$ cat config.mk
export PLATFORM = sky130hd
export DESIGN_NAME = bmc_error_status_bank
export DESIGN_NICKNAME = d
export VERILOG_FILES = /design/src/design/err_bank_pkg.sv /design/src/design/duty_meter.sv /design/src/design/bmc_error_status_bank.sv
export SDC_FILE = /design/constraint.sdc
export NUM_CORES = 1
export LEC_CHECK = 0
export BUFFER_PORTS_ARGS = -buffer_cell sky130_fd_sc_hd__buf_2
export CELL_PAD_IN_SITES_DETAIL_PLACEMENT = 0
export CELL_PAD_IN_SITES_GLOBAL_PLACEMENT = 1
export CORE_ASPECT_RATIO = 0.5
export CORE_MARGIN = 2
export CORE_UTILIZATION = 41
export DETAILED_ROUTE_END_ITERATION = 10
export PLACE_DENSITY = 0.84
export SYNTH_ARGS = -nofsm -noshare
export SYNTH_HDL_FRONTEND = slang
export SYNTH_SLANG_ARGS = --single-unit
$ cat constraint.sdc
create_clock -name clk_i -period 6.05 [get_ports clk_i]
set_input_delay 0.605 -clock clk_i [delete_from_list [all_inputs] [get_ports clk_i]]
set_output_delay 0.605 -clock clk_i [all_outputs]
set_load 0.02 [all_outputs]
$ cat src/design/err_bank_pkg.sv
// Constants and types shared by the error status bank and its duty meter
package err_bank_pkg;
    // Register offsets on the serial register port
    localparam logic [7:0] ADDR_CPU1_THR = 8'h44;
    localparam logic [7:0] ADDR_CPU2_THR = 8'h45;
    localparam logic [7:0] ADDR_GPI_ERR = 8'h46;
    localparam logic [7:0] ADDR_FAN_ERR = 8'h47;
    // Values after reset
    localparam logic [7:0] RESET_STATUS = 8'h00;
    // Fan register layout: four live bits, upper nibble reserved
    localparam int FAN_COUNT = 4;
    localparam int FAN_TACH_W = 16;
    localparam logic [3:0] FAN_RESERVED = 4'h0;
    // Throttle register field positions
    localparam int BIT_ANY_THROTTLE = 0;
    localparam int BIT_FULL_THROTTLE = 6;
    localparam int BIT_LIMIT = 7;
    // Duty measurement: 256 samples per period, one sample is 1/256 = 0.39 %
    localparam int CLK_NS = 20;
    localparam int SAMPLE_NS = 1000;
    localparam int SAMPLE_CYCLES = (SAMPLE_NS + CLK_NS - 1) / CLK_NS;
    localparam logic [7:0] LAST_SAMPLE = 8'hff;
    // Duty bin edges in samples out of 256
    localparam logic [8:0] DUTY_12P5 = 9'h020;
    localparam logic [8:0] DUTY_25 = 9'h040;
    localparam logic [8:0] DUTY_50 = 9'h080;
    localparam logic [8:0] DUTY_75 = 9'h0c0;
    localparam logic [8:0] DUTY_100 = 9'h100;
    localparam logic [8:0] DUTY_MIN_CPU1 = 9'h001;
    localparam logic [8:0] DUTY_MIN_CPU2 = 9'h000;
    // System sleep state as reported by the sleep control logic
    typedef enum logic [1:0]
    {
        SLEEP_S0 = 2'b00,
        SLEEP_S1 = 2'b01,
        SLEEP_S3 = 2'b10,
        SLEEP_S45 = 2'b11
    } sleep_t;
endpackage

$ cat src/design/duty_meter.sv
// Throttle duty meter: counts asserted samples over a 256-sample period
`timescale 1ns/1ps
module duty_meter
    import err_bank_pkg::*;
#(
    parameter logic [8:0] LOW_MIN = 9'h001
)
(
    // Clock and reset
    input wire logic clk_i,
    input wire logic nrst_i,
    // Sample strobe and throttle level
    input wire logic sample_en_i,
    input wire logic throttle_i,
    input wire logic [7:0] limit_i,
    // Held result of the last period: low, 12-25, 25-50, 50-75, 75-100, full, over limit
    output logic [6:0] flags_o
);
    typedef struct packed {
        logic [7:0] idx;    // Sample index within the period
        logic [8:0] high;   // Asserted samples seen so far
        logic [6:0] flags;  // Result of the last finished period
    } meter_t;

    meter_t st;
    meter_t next_st;
    logic [8:0] total;

    // Count samples; at the last one classify the duty and restart
    always_comb
    begin
        next_st = st;
        total = st.high + {8'h00, throttle_i};
        if (sample_en_i)
        begin
            next_st.idx = st.idx + 8'h01;
            next_st.high = total;
            if (st.idx == LAST_SAMPLE)
            begin
                next_st.high = 9'h000;
                next_st.flags[0] = (total >= LOW_MIN) && (total < DUTY_12P5);
                next_st.flags[1] = (total >= DUTY_12P5) && (total < DUTY_25);
                next_st.flags[2] = (total >= DUTY_25) && (total < DUTY_50);
                next_st.flags[3] = (total >= DUTY_50) && (total < DUTY_75);
                next_st.flags[4] = (total >= DUTY_75) && (total < DUTY_100);
                next_st.flags[5] = (total == DUTY_100);
                next_st.flags[6] = (total > {1'b0, limit_i});
            end
        end
    end

    // State register, synchronous reset
    always_ff @(posedge clk_i)
    begin
        if (!nrst_i)
            st <= '0;
        else
            st <= next_st;
    end

    assign flags_o = st.flags;

    // Helper: period end with the totals it classified
    logic period_end;
    assign period_end = sample_en_i && (st.idx == LAST_SAMPLE);
endmodule // duty_meter

$ cat src/design/bmc_error_status_bank.sv
// Sticky write-one-to-clear error status bank for the management controller
// How it works
// Bit 0 sets on any throttling
// CPU1 bit 1: duty 0.39 to 12.5 percent
// Bits 2-5: four duty bins, lower inclusive
// Bit 6 sets at full-period throttle
// Bit 7 sets when duty exceeds limit
// Of the throttle bits only the limit bit feeds the summary; any input or fan error bit feeds it too
// CPU2 same layout, low bin from zero
// Input error n sets on low pin
// Fan error sets when count exceeds limit
// Throttle events masked in S3, S4/5
// Input errors optionally masked S1, S3, S4/5
// Fan errors optional S1, S3; always S4/5
// Write one clears, zero keeps
// Set bits stay until software clears
// Clear ignored while condition still present
// Starred states mask only when enabled
// Reset to zero; fan reserved bits zero
`timescale 1ns/1ps
module bmc_error_status_bank
    import err_bank_pkg::*;
(
    // Clock and reset
    input wire logic clk_i,
    input wire logic nrst_i,
    // Processor throttle inputs and user duty limits (samples out of 256)
    input wire logic cpu1_throttle_input_i,
    input wire logic cpu2_throttle_input_i,
    input wire logic [7:0] cpu1_duty_limit_i,
    input wire logic [7:0] cpu2_duty_limit_i,
    // General purpose pins and their error mask
    input wire logic [7:0] general_io_pin_i,
    input wire logic [7:0] gpi_err_mask_i,
    // Fan tachometer counts and limits
    input wire logic [FAN_COUNT-1:0][FAN_TACH_W-1:0] fan_tach_count_i,
    input wire logic [FAN_COUNT-1:0][FAN_TACH_W-1:0] fan_tach_limit_i,
    // Sleep state and sleep mask enables
    input wire logic [1:0] sleep_state_i,
    input wire logic [2:0] gpi_sleep_mask_i,
    input wire logic [1:0] fan_sleep_mask_i,
    // Register port from the serial interface
    input wire logic [7:0] reg_addr_i,
    input wire logic reg_wr_i,
    input wire logic reg_rd_i,
    input wire logic [7:0] reg_wdata_i,
    output logic [7:0] reg_rdata_o,
    // Summary error toward the status/control register
    output logic mgmt_summary_error_o
);
    typedef struct packed {
        logic [7:0] cpu1;     // cpu1_throttle_status
        logic [7:0] cpu2;     // cpu2_throttle_status
        logic [7:0] gpi;      // general_input_error_status
        logic [3:0] fan;      // fan_tach_error_status, live bits only
        logic [7:0] rdata;    // Registered read data
        logic summary;        // Registered summary error
        logic [5:0] div;      // Sample divider
    } bank_t;

    bank_t st;
    bank_t next_st;
    sleep_t sleep;
    logic sample_en;
    logic [6:0] cpu1_flags;
    logic [6:0] cpu2_flags;
    logic thr_awake;       // Throttle events allowed
    logic gpi_sleep_mask;  // Input errors masked by sleep
    logic fan_sleep_mask;  // Fan errors masked by sleep
    logic [7:0] cpu1_ev;
    logic [7:0] cpu2_ev;
    logic [7:0] gpi_ev;
    logic [3:0] fan_raw;
    logic [3:0] fan_ev;

    assign sleep = sleep_t'(sleep_state_i);

    // One-cycle sample strobe; slow enough that a period spans many clocks
    assign sample_en = (st.div == 6'(SAMPLE_CYCLES - 1));

    // CPU1 low bin starts above zero, CPU2 low bin includes zero
    duty_meter #(.LOW_MIN(DUTY_MIN_CPU1)) u_meter1 (
        .clk_i(clk_i),
        .nrst_i(nrst_i),
        .sample_en_i(sample_en),
        .throttle_i(cpu1_throttle_input_i),
        .limit_i(cpu1_duty_limit_i),
        .flags_o(cpu1_flags)
    );
    duty_meter #(.LOW_MIN(DUTY_MIN_CPU2)) u_meter2 (
        .clk_i(clk_i),
        .nrst_i(nrst_i),
        .sample_en_i(sample_en),
        .throttle_i(cpu2_throttle_input_i),
        .limit_i(cpu2_duty_limit_i),
        .flags_o(cpu2_flags)
    );

    // Fan comparators, one per tachometer
    genvar n;
    generate
        for (n = 0; n < FAN_COUNT; n++)
        begin : g_fan
            assign fan_raw[n] = fan_tach_count_i[n] > fan_tach_limit_i[n];
        end
    endgenerate

    // Sleep masking and event levels; events stay high while the cause lasts
    always_comb
    begin
        thr_awake = !(sleep == SLEEP_S3 || sleep == SLEEP_S45);
        gpi_sleep_mask = (sleep == SLEEP_S1 && gpi_sleep_mask_i[0])
            || (sleep == SLEEP_S3 && gpi_sleep_mask_i[1])
            || (sleep == SLEEP_S45 && gpi_sleep_mask_i[2]);
        fan_sleep_mask = (sleep == SLEEP_S1 && fan_sleep_mask_i[0])
            || (sleep == SLEEP_S3 && fan_sleep_mask_i[1])
            || (sleep == SLEEP_S45);
        cpu1_ev = {cpu1_flags, cpu1_throttle_input_i} & {8{thr_awake}};
        cpu2_ev = {cpu2_flags, cpu2_throttle_input_i} & {8{thr_awake}};
        gpi_ev = ~general_io_pin_i & ~gpi_err_mask_i & {8{!gpi_sleep_mask}};
        fan_ev = fan_raw & {4{!fan_sleep_mask}};
    end

    // Register update: clear by write-one, set wins over clear
    always_comb
    begin
        next_st = st;
        next_st.div = sample_en ? 6'h00 : st.div + 6'h01;
        if (reg_wr_i)
        begin
            unique case (reg_addr_i)
                ADDR_CPU1_THR: next_st.cpu1 = st.cpu1 & ~reg_wdata_i;
                ADDR_CPU2_THR: next_st.cpu2 = st.cpu2 & ~reg_wdata_i;
                ADDR_GPI_ERR: next_st.gpi = st.gpi & ~reg_wdata_i;
                ADDR_FAN_ERR: next_st.fan = st.fan & ~reg_wdata_i[3:0];
                default: ; // Writes elsewhere are ignored
            endcase
        end
        // A present condition re-sets the bit, so a clear cannot drop it
        next_st.cpu1 = next_st.cpu1 | cpu1_ev;
        next_st.cpu2 = next_st.cpu2 | cpu2_ev;
        next_st.gpi = next_st.gpi | gpi_ev;
        next_st.fan = next_st.fan | fan_ev;
        // Read data is the value before this cycle's update
        if (reg_rd_i)
        begin
            unique case (reg_addr_i)
                ADDR_CPU1_THR: next_st.rdata = st.cpu1;
                ADDR_CPU2_THR: next_st.rdata = st.cpu2;
                ADDR_GPI_ERR: next_st.rdata = st.gpi;
                ADDR_FAN_ERR: next_st.rdata = {FAN_RESERVED, st.fan};
                default: next_st.rdata = RESET_STATUS; // Unmapped reads as zero
            endcase
        end
        // Duty bins and full-throttle bits never reach the summary
        next_st.summary = next_st.cpu1[BIT_LIMIT] | next_st.cpu2[BIT_LIMIT]
            | (|next_st.gpi) | (|next_st.fan);
    end

    // State register, synchronous reset to zero
    always_ff @(posedge clk_i)
    begin
        if (!nrst_i)
            st <= '0;
        else
            st <= next_st;
    end

    assign reg_rdata_o = st.rdata;
    assign mgmt_summary_error_o = st.summary;
endmodule // bmc_error_status_bank

Word level (Yosys, flattened, before mapping):

Index checks and enable logic that the tools add are counted.

* memory bits (writable): 0
* bits in read-only memories: 0
* output and inout bits: 9
* flip-flop bits (word level): 91
* latch bits: 0
* input port bits: 189
* memories kept: 0

* multiply operators: 0
* equality and inequality tests: 12
* reduce and logical (&&, ||, !) cells: 28
* divide/modulo/power cells: 0
* add/sub/neg operators: 5
* bitwise logic cells: 21
* shift operators: 0
* $lt $le $gt $ge: 26
* multiplexer cells: 8

Operator list (count)
* 16-bit > comparator: 4
* 8-bit AND: 7
* 9-bit by 8-bit >= comparator with 1-bit output (second input constant): 4
* 9-bit by 8-bit less-than comparator with 1-bit output (second input constant): 4
* 8-bit by 7-bit equality test with 1-bit output (second input constant): 4
* 16-bit two-way mux: 2
* 8-bit case mux with 4 select lines: 1
* 28-bit two-way mux: 1
* 8-bit two-way mux: 3
* 8-bit inverter: 3
* 8-bit bitwise OR: 3
* 9-bit by 1-bit adder with 9-bit output: 2
* 9-bit equality test (second input constant): 2
* 9-bit by 1-bit >= comparator with 1-bit output (second input constant): 2
* 9-bit by 6-bit >= comparator with 1-bit output (second input constant): 2
* 9-bit by 7-bit >= comparator with 1-bit output (second input constant): 2
* 9-bit by 8-bit > comparator with 1-bit output: 2
* 9-bit by 6-bit less-than comparator with 1-bit output (second input constant): 2
* 9-bit by 7-bit less-than comparator with 1-bit output (second input constant): 2
* 9-bit less-than comparator (second input constant): 2
* 8-bit by 1-bit adder with 8-bit output (second input constant): 2
* 8-bit equality test (second input constant): 2
* 1-bit logical AND: 15
* 4-bit AND: 2
* other kinds (15): 25

Logic depth before layout (Yosys ltp):

Gate-level depths: netlist of the first run.

* depth in word-level cells: 10
* depth in mapped cells: 13

Hierarchy:

A second synthesis of the first run with hierarchy kept.

* cell total of the unflattened synthesis: 855
* area total of the unflattened synthesis: 6836.6 sq um

Modules (own cells, without submodules)
* bmc_error_status_bank: seq. area each 860.8 sq um, cells an instance 474, area each 3703.6 sq um, instances 1
* duty_meter at u_meter2: seq. area each 480.5 sq um, cells an instance 190, area each 1580.3 sq um, instances 1
* duty_meter at u_meter1: seq. area each 480.5 sq um, cells an instance 191, area each 1552.7 sq um, instances 1

Worst setup path after synthesis of the first run:

OpenSTA, ideal clock, no wires.

* kind: input-to-reg
* start point: input port cpu1_throttle_input_i
* end point: register u_meter1.st (netlist bit u_meter1.flags_o[6])
* data required time: 5915 ps
* library setup time: 135 ps
* stages: 11
* path buffers: 0
* arrival: 2692 ps
* path slack: 3223 ps
* cells stage by stage: ha_1 ha_1 xor2_1 ha_1 a21o_1 a21o_1 a211o_1 a21o_1 a211o_1 o221ai_1 a31oi_1

* longest elaborated chain between the ends: 2

RTL lines
* start: declaration: line bmc_error_status_bank.sv:28 `input wire logic cpu1_throttle_input_i,`
* 9-bit by 1-bit adder with 9-bit output: line duty_meter.sv:33 `total = st.high + {8'h00, throttle_i};`
* 9-bit by 8-bit > comparator with 1-bit output: line duty_meter.sv:47 `next_st.flags[6] = (total > {1'b0, limit_i});`
* end signal: assignment: line duty_meter.sv:58 `st <= next_st;`
* end: declaration: line duty_meter.sv:25 `meter_t st;`

Every way passes these cells.
A chain may end at the register's enable or synchronous reset.

Final worst setup path of the first run:

Same ends and word-level chain as after synthesis.

==> impl_metrics.yaml, run 1 <==
cts:
  numCtsBuffers: 9
  ctsHoldBuffers: 0
  cts_resized: 0
  ctsHtreeMaxLevel: 3
  cts_tree: "yes"
  cts.sinks: 91
  clock_latency_ns: 0.34
  cts-root-buf: "clkbuf_16"
  post_cts_buffers: 0
  clk_pin_slew_ns: 0.06
  clk_path_buf_depth: 2
logic_synthesis:
  syn_inst: 758
  synthTopCellsByCount: "dfxtp_1, ha_1, inv_1, nand2_1, o21ai_0"
  syn_area_um2: 6300
  yosysTopAreaCell: "dfxtp_1"
  syn-num-nets: 1035
  synth-seq-cells: 91
  async_flop_share_pct: 0
  synth_edf_count: 0
  yosysWarnings: 0
  synthSimpleGateAreaFrac_pct: 21.2
  synth.avg_cell_area_um2: 8.32
  synth_top_family_by_area: "simple AND/OR/NAND/NOR gates"
  synth_compound_area_share_pct: 17.5
  synth_xor_area_share_pct: 4.45
  ys_types: 56
  yosysMostFrequentCell: "dfxtp_1"
  synthMuxAreaShare_pct: 2.56
  synthAdderAreaFrac_pct: 17.5
  ys.flop_type: "dfxtp_1"
  synth.top_cell.area_share_pct: 28.9
  yosysSeqAreaShare_pct: 28.9
  synthTopCellsByArea: "dfxtp_1, ha_1, inv_1, o21ai_0, nand2_1"
floorplan:
  die_y_um: 91.7
  io_pins: 198
  initial_utilization_pct: 42.8
  die_w_um: 179
  rows: 31
  coreArea_um2: 14700
  die_area_um2: 16400
detailed_routing:
  routed_via_density: 5.09
  post-route-drc-count: 0
  routed_wirelength_um: 15800
  drtIter0Drc: 228
  dr.pass1.iters: 5
  ant_nets: 0
  wire_per_inst_um: 13.9
  vias: 5801
critical_path:
  required_ns: 6.26
  cp_cell_sequence: "buf_2 -> ha_1 -> ha_1 -> xor2_1 -> ha_1 -> a21o_1 -> a21o_1 -> a211o_1 -> a21o_1 -> a211o_1 -> o221ai_1 -> a31oi_1"
  cp-end-kind: "register"
  worst-path-buf-inv: 1
  cpLargestDelayFamily: "compound AO/OA/AOI/OAI gates"
  criticalPathCategory: "in -> reg"
  slowest_delay_ns: 0.30
  cp-start-kind: "primary input"
  reg2reg_slack_ns: 3.36
  arrival_ns: 2.96
  cp_slowest_cell: "ha_1"
  worstPathMaxFanout: 4
layout:
  drive_gt1_share_pct: 24.0
  nNetsFinal: 1214
  finalNonFillerCells: 1140
  diodes: 0
  syn_to_final_growth_pct: 22.1
power:
  p_per_area_nw_per_um2: 184
  seqPwrFrac_pct: 43.4
  clock_power_share_pct: 40.6
  comb_power_share_pct: 16.0
  p_switching_uw: 348
  peakVddDrop_v: 0.000186
  swShare_pct: 24.6
  power_leakage_nw: 3.80
  p_int_mw: 1.07
timing:
  rsz0062_at_grt: "false"
  fin_crit_sh_pct: 45.6
  worstMarginPinSlew_ns: 1.22
  slew_headroom_pct: 18.5
  finalSetupViolations: 0
  fin_setup_tns_ns: 0
  finalHoldViolations: 0
  period_needed_ns: 2.76
  fmax_ghz: 0.363
  drv_slew: 0
  finClkSkew_ns: 0.00644
grt:
  grt_first_pass_wirelength_um: 25800
  overflow: 0
  grt_max_degree: 73
  grt_pass1_vias: 5735
  antenna_found_initial: 0
  grt_usage_pct: 19.3
placement:
  placed_cells: 1124
  port_buffers: 197
  gp_congestion: 0.846
  place_hpwl_um: 12800
job:
  maxCapViolations: 0
status:
  status: "finished clean"
hold_path:
  min_path_type: "reg -> reg"
## tightest hold or removal path: stages (launching register included)
cell and delay (ns):
dfxtp_1 0.31, nand2_1 0.05, a21boi_0 0.06
## state kept, by name (all words and copies together) (netlist names)
register / count
reg_rdata_o: 8
u_meter1.st: 17
mgmt_summary_error_o: 1
u_meter2.flags_o: 7
u_meter1.flags_o: 7
st: 34
u_meter2.st: 17
## kinds of logic after synthesis
| kind of cell | count (synthesis) |
|---|---|
| AOI/OAI and AO/OA | 171 |
| DFF | 91 |
| buffers and inverters | 119 |
| muxes | 11 |
| and+or+nand+nor | 246 |
| xor gates and xnor gates | 32 |
| adders and majority gates | 88 |
## metal layers
layer  track usage [%]  vias up  wire (um)
li1                  -     3008          -
met1              23.8     2637       7180
met2              33.9      136       7530
met3              3.77       20        840
met4              5.65        0        248
met5                 0        -          0
## power by group through the flow
stage	Sequential, mW	Clock (mW)	Combinational [mW]
after floorplan	0.626	0	0.129
after global placement	0.627	0	0.221
after global routing	0.615	0.607	0.261
final	0.614	0.574	0.226
after CTS	0.614	0.583	0.228
after detailed placement	0.627	0	0.227
## final timing paths
path                    startpoint             endpoint  cells after the start
max          cpu1_throttle_input_i  u_meter1.flags_o[6]                     12
min            u_meter1.flags_o[0]  u_meter1.flags_o[0]                      2
max reg2reg         u_meter1.st[7]  u_meter1.flags_o[6]                     11
min reg2reg    u_meter1.flags_o[0]  u_meter1.flags_o[0]                      2
## cell usage in the layout, fill, tap and decap left out, types with 25 or more instances in the layout
cell type,Yosys,final
nand4_1,25,25
nand2_1,56,56
dfxtp_1,91,91
ha_1,88,88
a21boi_0,26,26
nor2_1,27,27
o21ai_0,48,48
a21oi_1,34,34
nand3_1,30,30
buf_2,0,197
and2_1,28,28
inv_1,88,88
## layout make-up
| class | count | area [um2] |
|---|---|---|
| clock inverter | 3 | 46.3 |
| sequential | 91 | 1820 |
| timing repair buffer | 199 | 1000 |
| multi-input combinational | 548 | 3990 |
| inverter | 88 | 330 |
| tap | 198 | 248 |
| clock buffer | 13 | 260 |
| fill | 1421 | 7040 |
## through the flow
stage / util, % / hold WS, ns / instance area (um2) / setup slack [ns] / total power, mW
2_1_floorplan: - / 0.429 / 6300 / 3.22 / 0.755
3_3_place_gp: 50.1 / 0.443 / 7390 / 2.99 / 0.849
3_5_place_dp: 50.1 / 0.461 / 7390 / 2.94 / 0.854
4_1_cts: 52.2 / 0.468 / 7700 / 3.30 / 1.43
5_1_grt: 52.2 / 0.512 / 7700 / 3.16 / 1.48
6_report: 52.2 / 0.464 / 7700 / 3.29 / 1.41
No activity file was read; power rests on OpenSTA's default activity.
==> inputs of run 2 (changes only) <==
CORE_UTILIZATION = 34   (was 41)
PLACE_DENSITY = 0.74   (was 0.84)
clock period = 2.45 ns   (was 6.05 ns; I/O delays follow)
==> run 2 against run 1 <==
Hold slack lost 0.20 ns. Worst setup slack lost 3.3 ns. Via count grew 1.1%. Sequential share of layout area shrank 1.2 points. Die area grew 20%. Flip-flop and latch count is the same. Global-route usage shrank 2.8 points. Sequential power grew 150%. Critical path depth shrank 1. Clock power grew 130%. Wire length grew 4.1%. Cell count grew 7.0%. Critical path type is now reg -> reg. Critical endpoint is now u_meter2.flags_o[6].
==> impl_metrics.yaml, run 2 (synthesis gave the netlist of run 1 again) <==
layout:
  diodes: 0
  nNetsFinal: 1253
  drive_gt1_share_pct: 28.3
  final_area_um2: 8130
  layout_common_cells: "buf_2, dfxtp_1, inv_1, ha_1, nand2_1"
  syn_to_final_growth_pct: 28.9
  finalNonFillerCells: 1220
  largest_reg_flops: 34
  regMostFlops: "st"
  fin_util_pct: 44.4
  reg_top3: "st: 34 flops, u_meter1.st: 17 flops, u_meter2.st: 17 flops"
  mostFrequentLayoutCell: "buf_2"
floorplan:
  die_w_um: 197
  io_pins: 198
  initial_utilization_pct: 34.4
  coreArea_um2: 18300
  die_area_um2: 19700
  rows: 35
  die_y_um: 100
cts:
  clk_path_buf_depth: 2
  clk_pin_slew_ns: 0.06
  ctsHtreeMaxLevel: 3
  clock_latency_ns: 0.33
  cts.sinks: 91
  ctsHoldBuffers: 0
  cts_tree: "yes"
  numCtsBuffers: 9
  cts-root-buf: "clkbuf_16"
critical_path:
  required_ns: 2.66
  worstReg2RegStart: "u_meter2.st[7]"
  arrival_ns: 2.62
  r2r-end: "u_meter2.flags_o[6]"
  critical_path.endpoint: "u_meter2.flags_o[6]"
  criticalPathCategory: "reg -> reg"
  crit_path_frequent_cell: "a21o_1"
  cpLargestDelayFamily: "compound AO/OA/AOI/OAI gates"
  cp-startpoint: "u_meter2.st[7]"
  cp.depth: 11
  worstPathMaxFanout: 3
  cp-end-kind: "register"
  reg2reg_slack_ns: 0.04
  slowest_delay_ns: 0.33
  cp-start-kind: "register"
  cp_slowest_cell: "dfxtp_2"
  cp_cell_sequence: "ha_4 -> ha_4 -> xor2_2 -> ha_1 -> a21o_1 -> a21o_1 -> a211o_1 -> a21o_1 -> a211o_1 -> o221ai_2 -> a31oi_1"
  r2r_cells: 11
  worst-path-buf-inv: 0
power:
  power_leakage_nw: 3.99
  p_per_area_nw_per_um2: 420
  peakVddDrop_v: 0.000280
detailed_routing:
  drtIter0Drc: 159
  routed_via_density: 4.81
  ant_nets: 0
  wire_per_inst_um: 13.5
  vias: 5866
  routed_wirelength_um: 16400
  dr.pass1.iters: 4
  post-route-drc-count: 0
grt:
  overflow: 0
  grt_first_pass_wirelength_um: 26500
  grt_max_degree: 40
  grt_pass1_vias: 5761
  grt_usage_pct: 16.5
  antenna_found_initial: 1
timing:
  finalHoldViolations: 0
  worstMarginPinSlew_ns: 0.789
  finalSetupViolations: 0
  period_needed_ns: 2.41
  slew_headroom_pct: 46.8
  drv_slew: 0
  whs_ns: 0.267
  fmax_ghz: 0.415
  rsz0062_at_grt: "true"
  fin_setup_tns_ns: 0
  finClkSkew_ns: 0.00499
  fin_crit_sh_pct: 98.4
placement:
  gp_congestion: 0.859
  place_hpwl_um: 13600
  port_buffers: 197
  placed_area_um2: 7740
  placed_cells: 1201
hold_path:
  min_path_type: "in -> reg"
job:
  maxCapViolations: 0
status:
  status: "finished clean"
## run 2: repair_timing
item                       CTS  global route
setup endpoints to repair    2             3
setup buffers                4             0
pin swaps                   13             1
gates resized for setup      9             3
## run 2: how the worst min path moves through the flow
stage / from / end / cells after the start
floorplan: cpu2_throttle_input_i / st[27] / 2
global placement: u_meter2.st[7] / u_meter2.st[7] / 2
detailed placement: u_meter2.flags_o[4] / u_meter2.flags_o[4] / 2
CTS: general_io_pin_i[1] / st[20] / 3
global route: general_io_pin_i[1] / st[20] / 3
finish: general_io_pin_i[1] / st[20] / 3
## run 2: worst reg2reg max path, stage by stage, from the launching register on
cell and delay, ns:
dfxtp_2 0.33, ha_4 0.17, ha_4 0.17, xor2_2 0.15, ha_1 0.30, a21o_1 0.16, a21o_1 0.18, a211o_1 0.25
a21o_1 0.18, a211o_1 0.26, o221ai_2 0.06, a31oi_1 0.09
## run 2: metal layers
| metal | vias up | wire, um | GRT usage, % |
|---|---|---|---|
| li1 | 3077 | - | - |
| met1 | 2653 | 7930 | 21.0 |
| met2 | 123 | 7690 | 29.7 |
| met3 | 11 | 702 | 3.19 |
| met4 | 2 | 110 | 2.66 |
| met5 | - | 17 | 0 |
## run 2: area by class of cell
cell class / instances / area [um2]
Inverter: 88 / 330
Clock inverter: 2 / 37.5
Tap cell: 240 / 300
Clock buffer: 13 / 240
Multi-Input combinational cell: 548 / 4100
Fill cell: 1838 / 10200
Sequential cell: 91 / 1820
Timing Repair Buffer: 238 / 1290
## run 2: power breakdown
group | leakage [nW] | switching (mW) | internal (mW) | total (mW)
Combinational | 3.12 | 0.283 | 0.295 | 0.578
Sequential | 0.737 | 0.0146 | 1.50 | 1.52
Clock | 0.130 | 0.533 | 0.787 | 1.32
## run 2: through the flow
stage / worst slack [ns] / total power [mW]
final: 0.0395 / 3.42
after global routing: -0.0958 / 3.60
after CTS: 0.0175 / 3.46
after detailed placement: -0.167 / 2.13
after global placement: -0.122 / 2.12
after floorplan: 0.0183 / 1.87
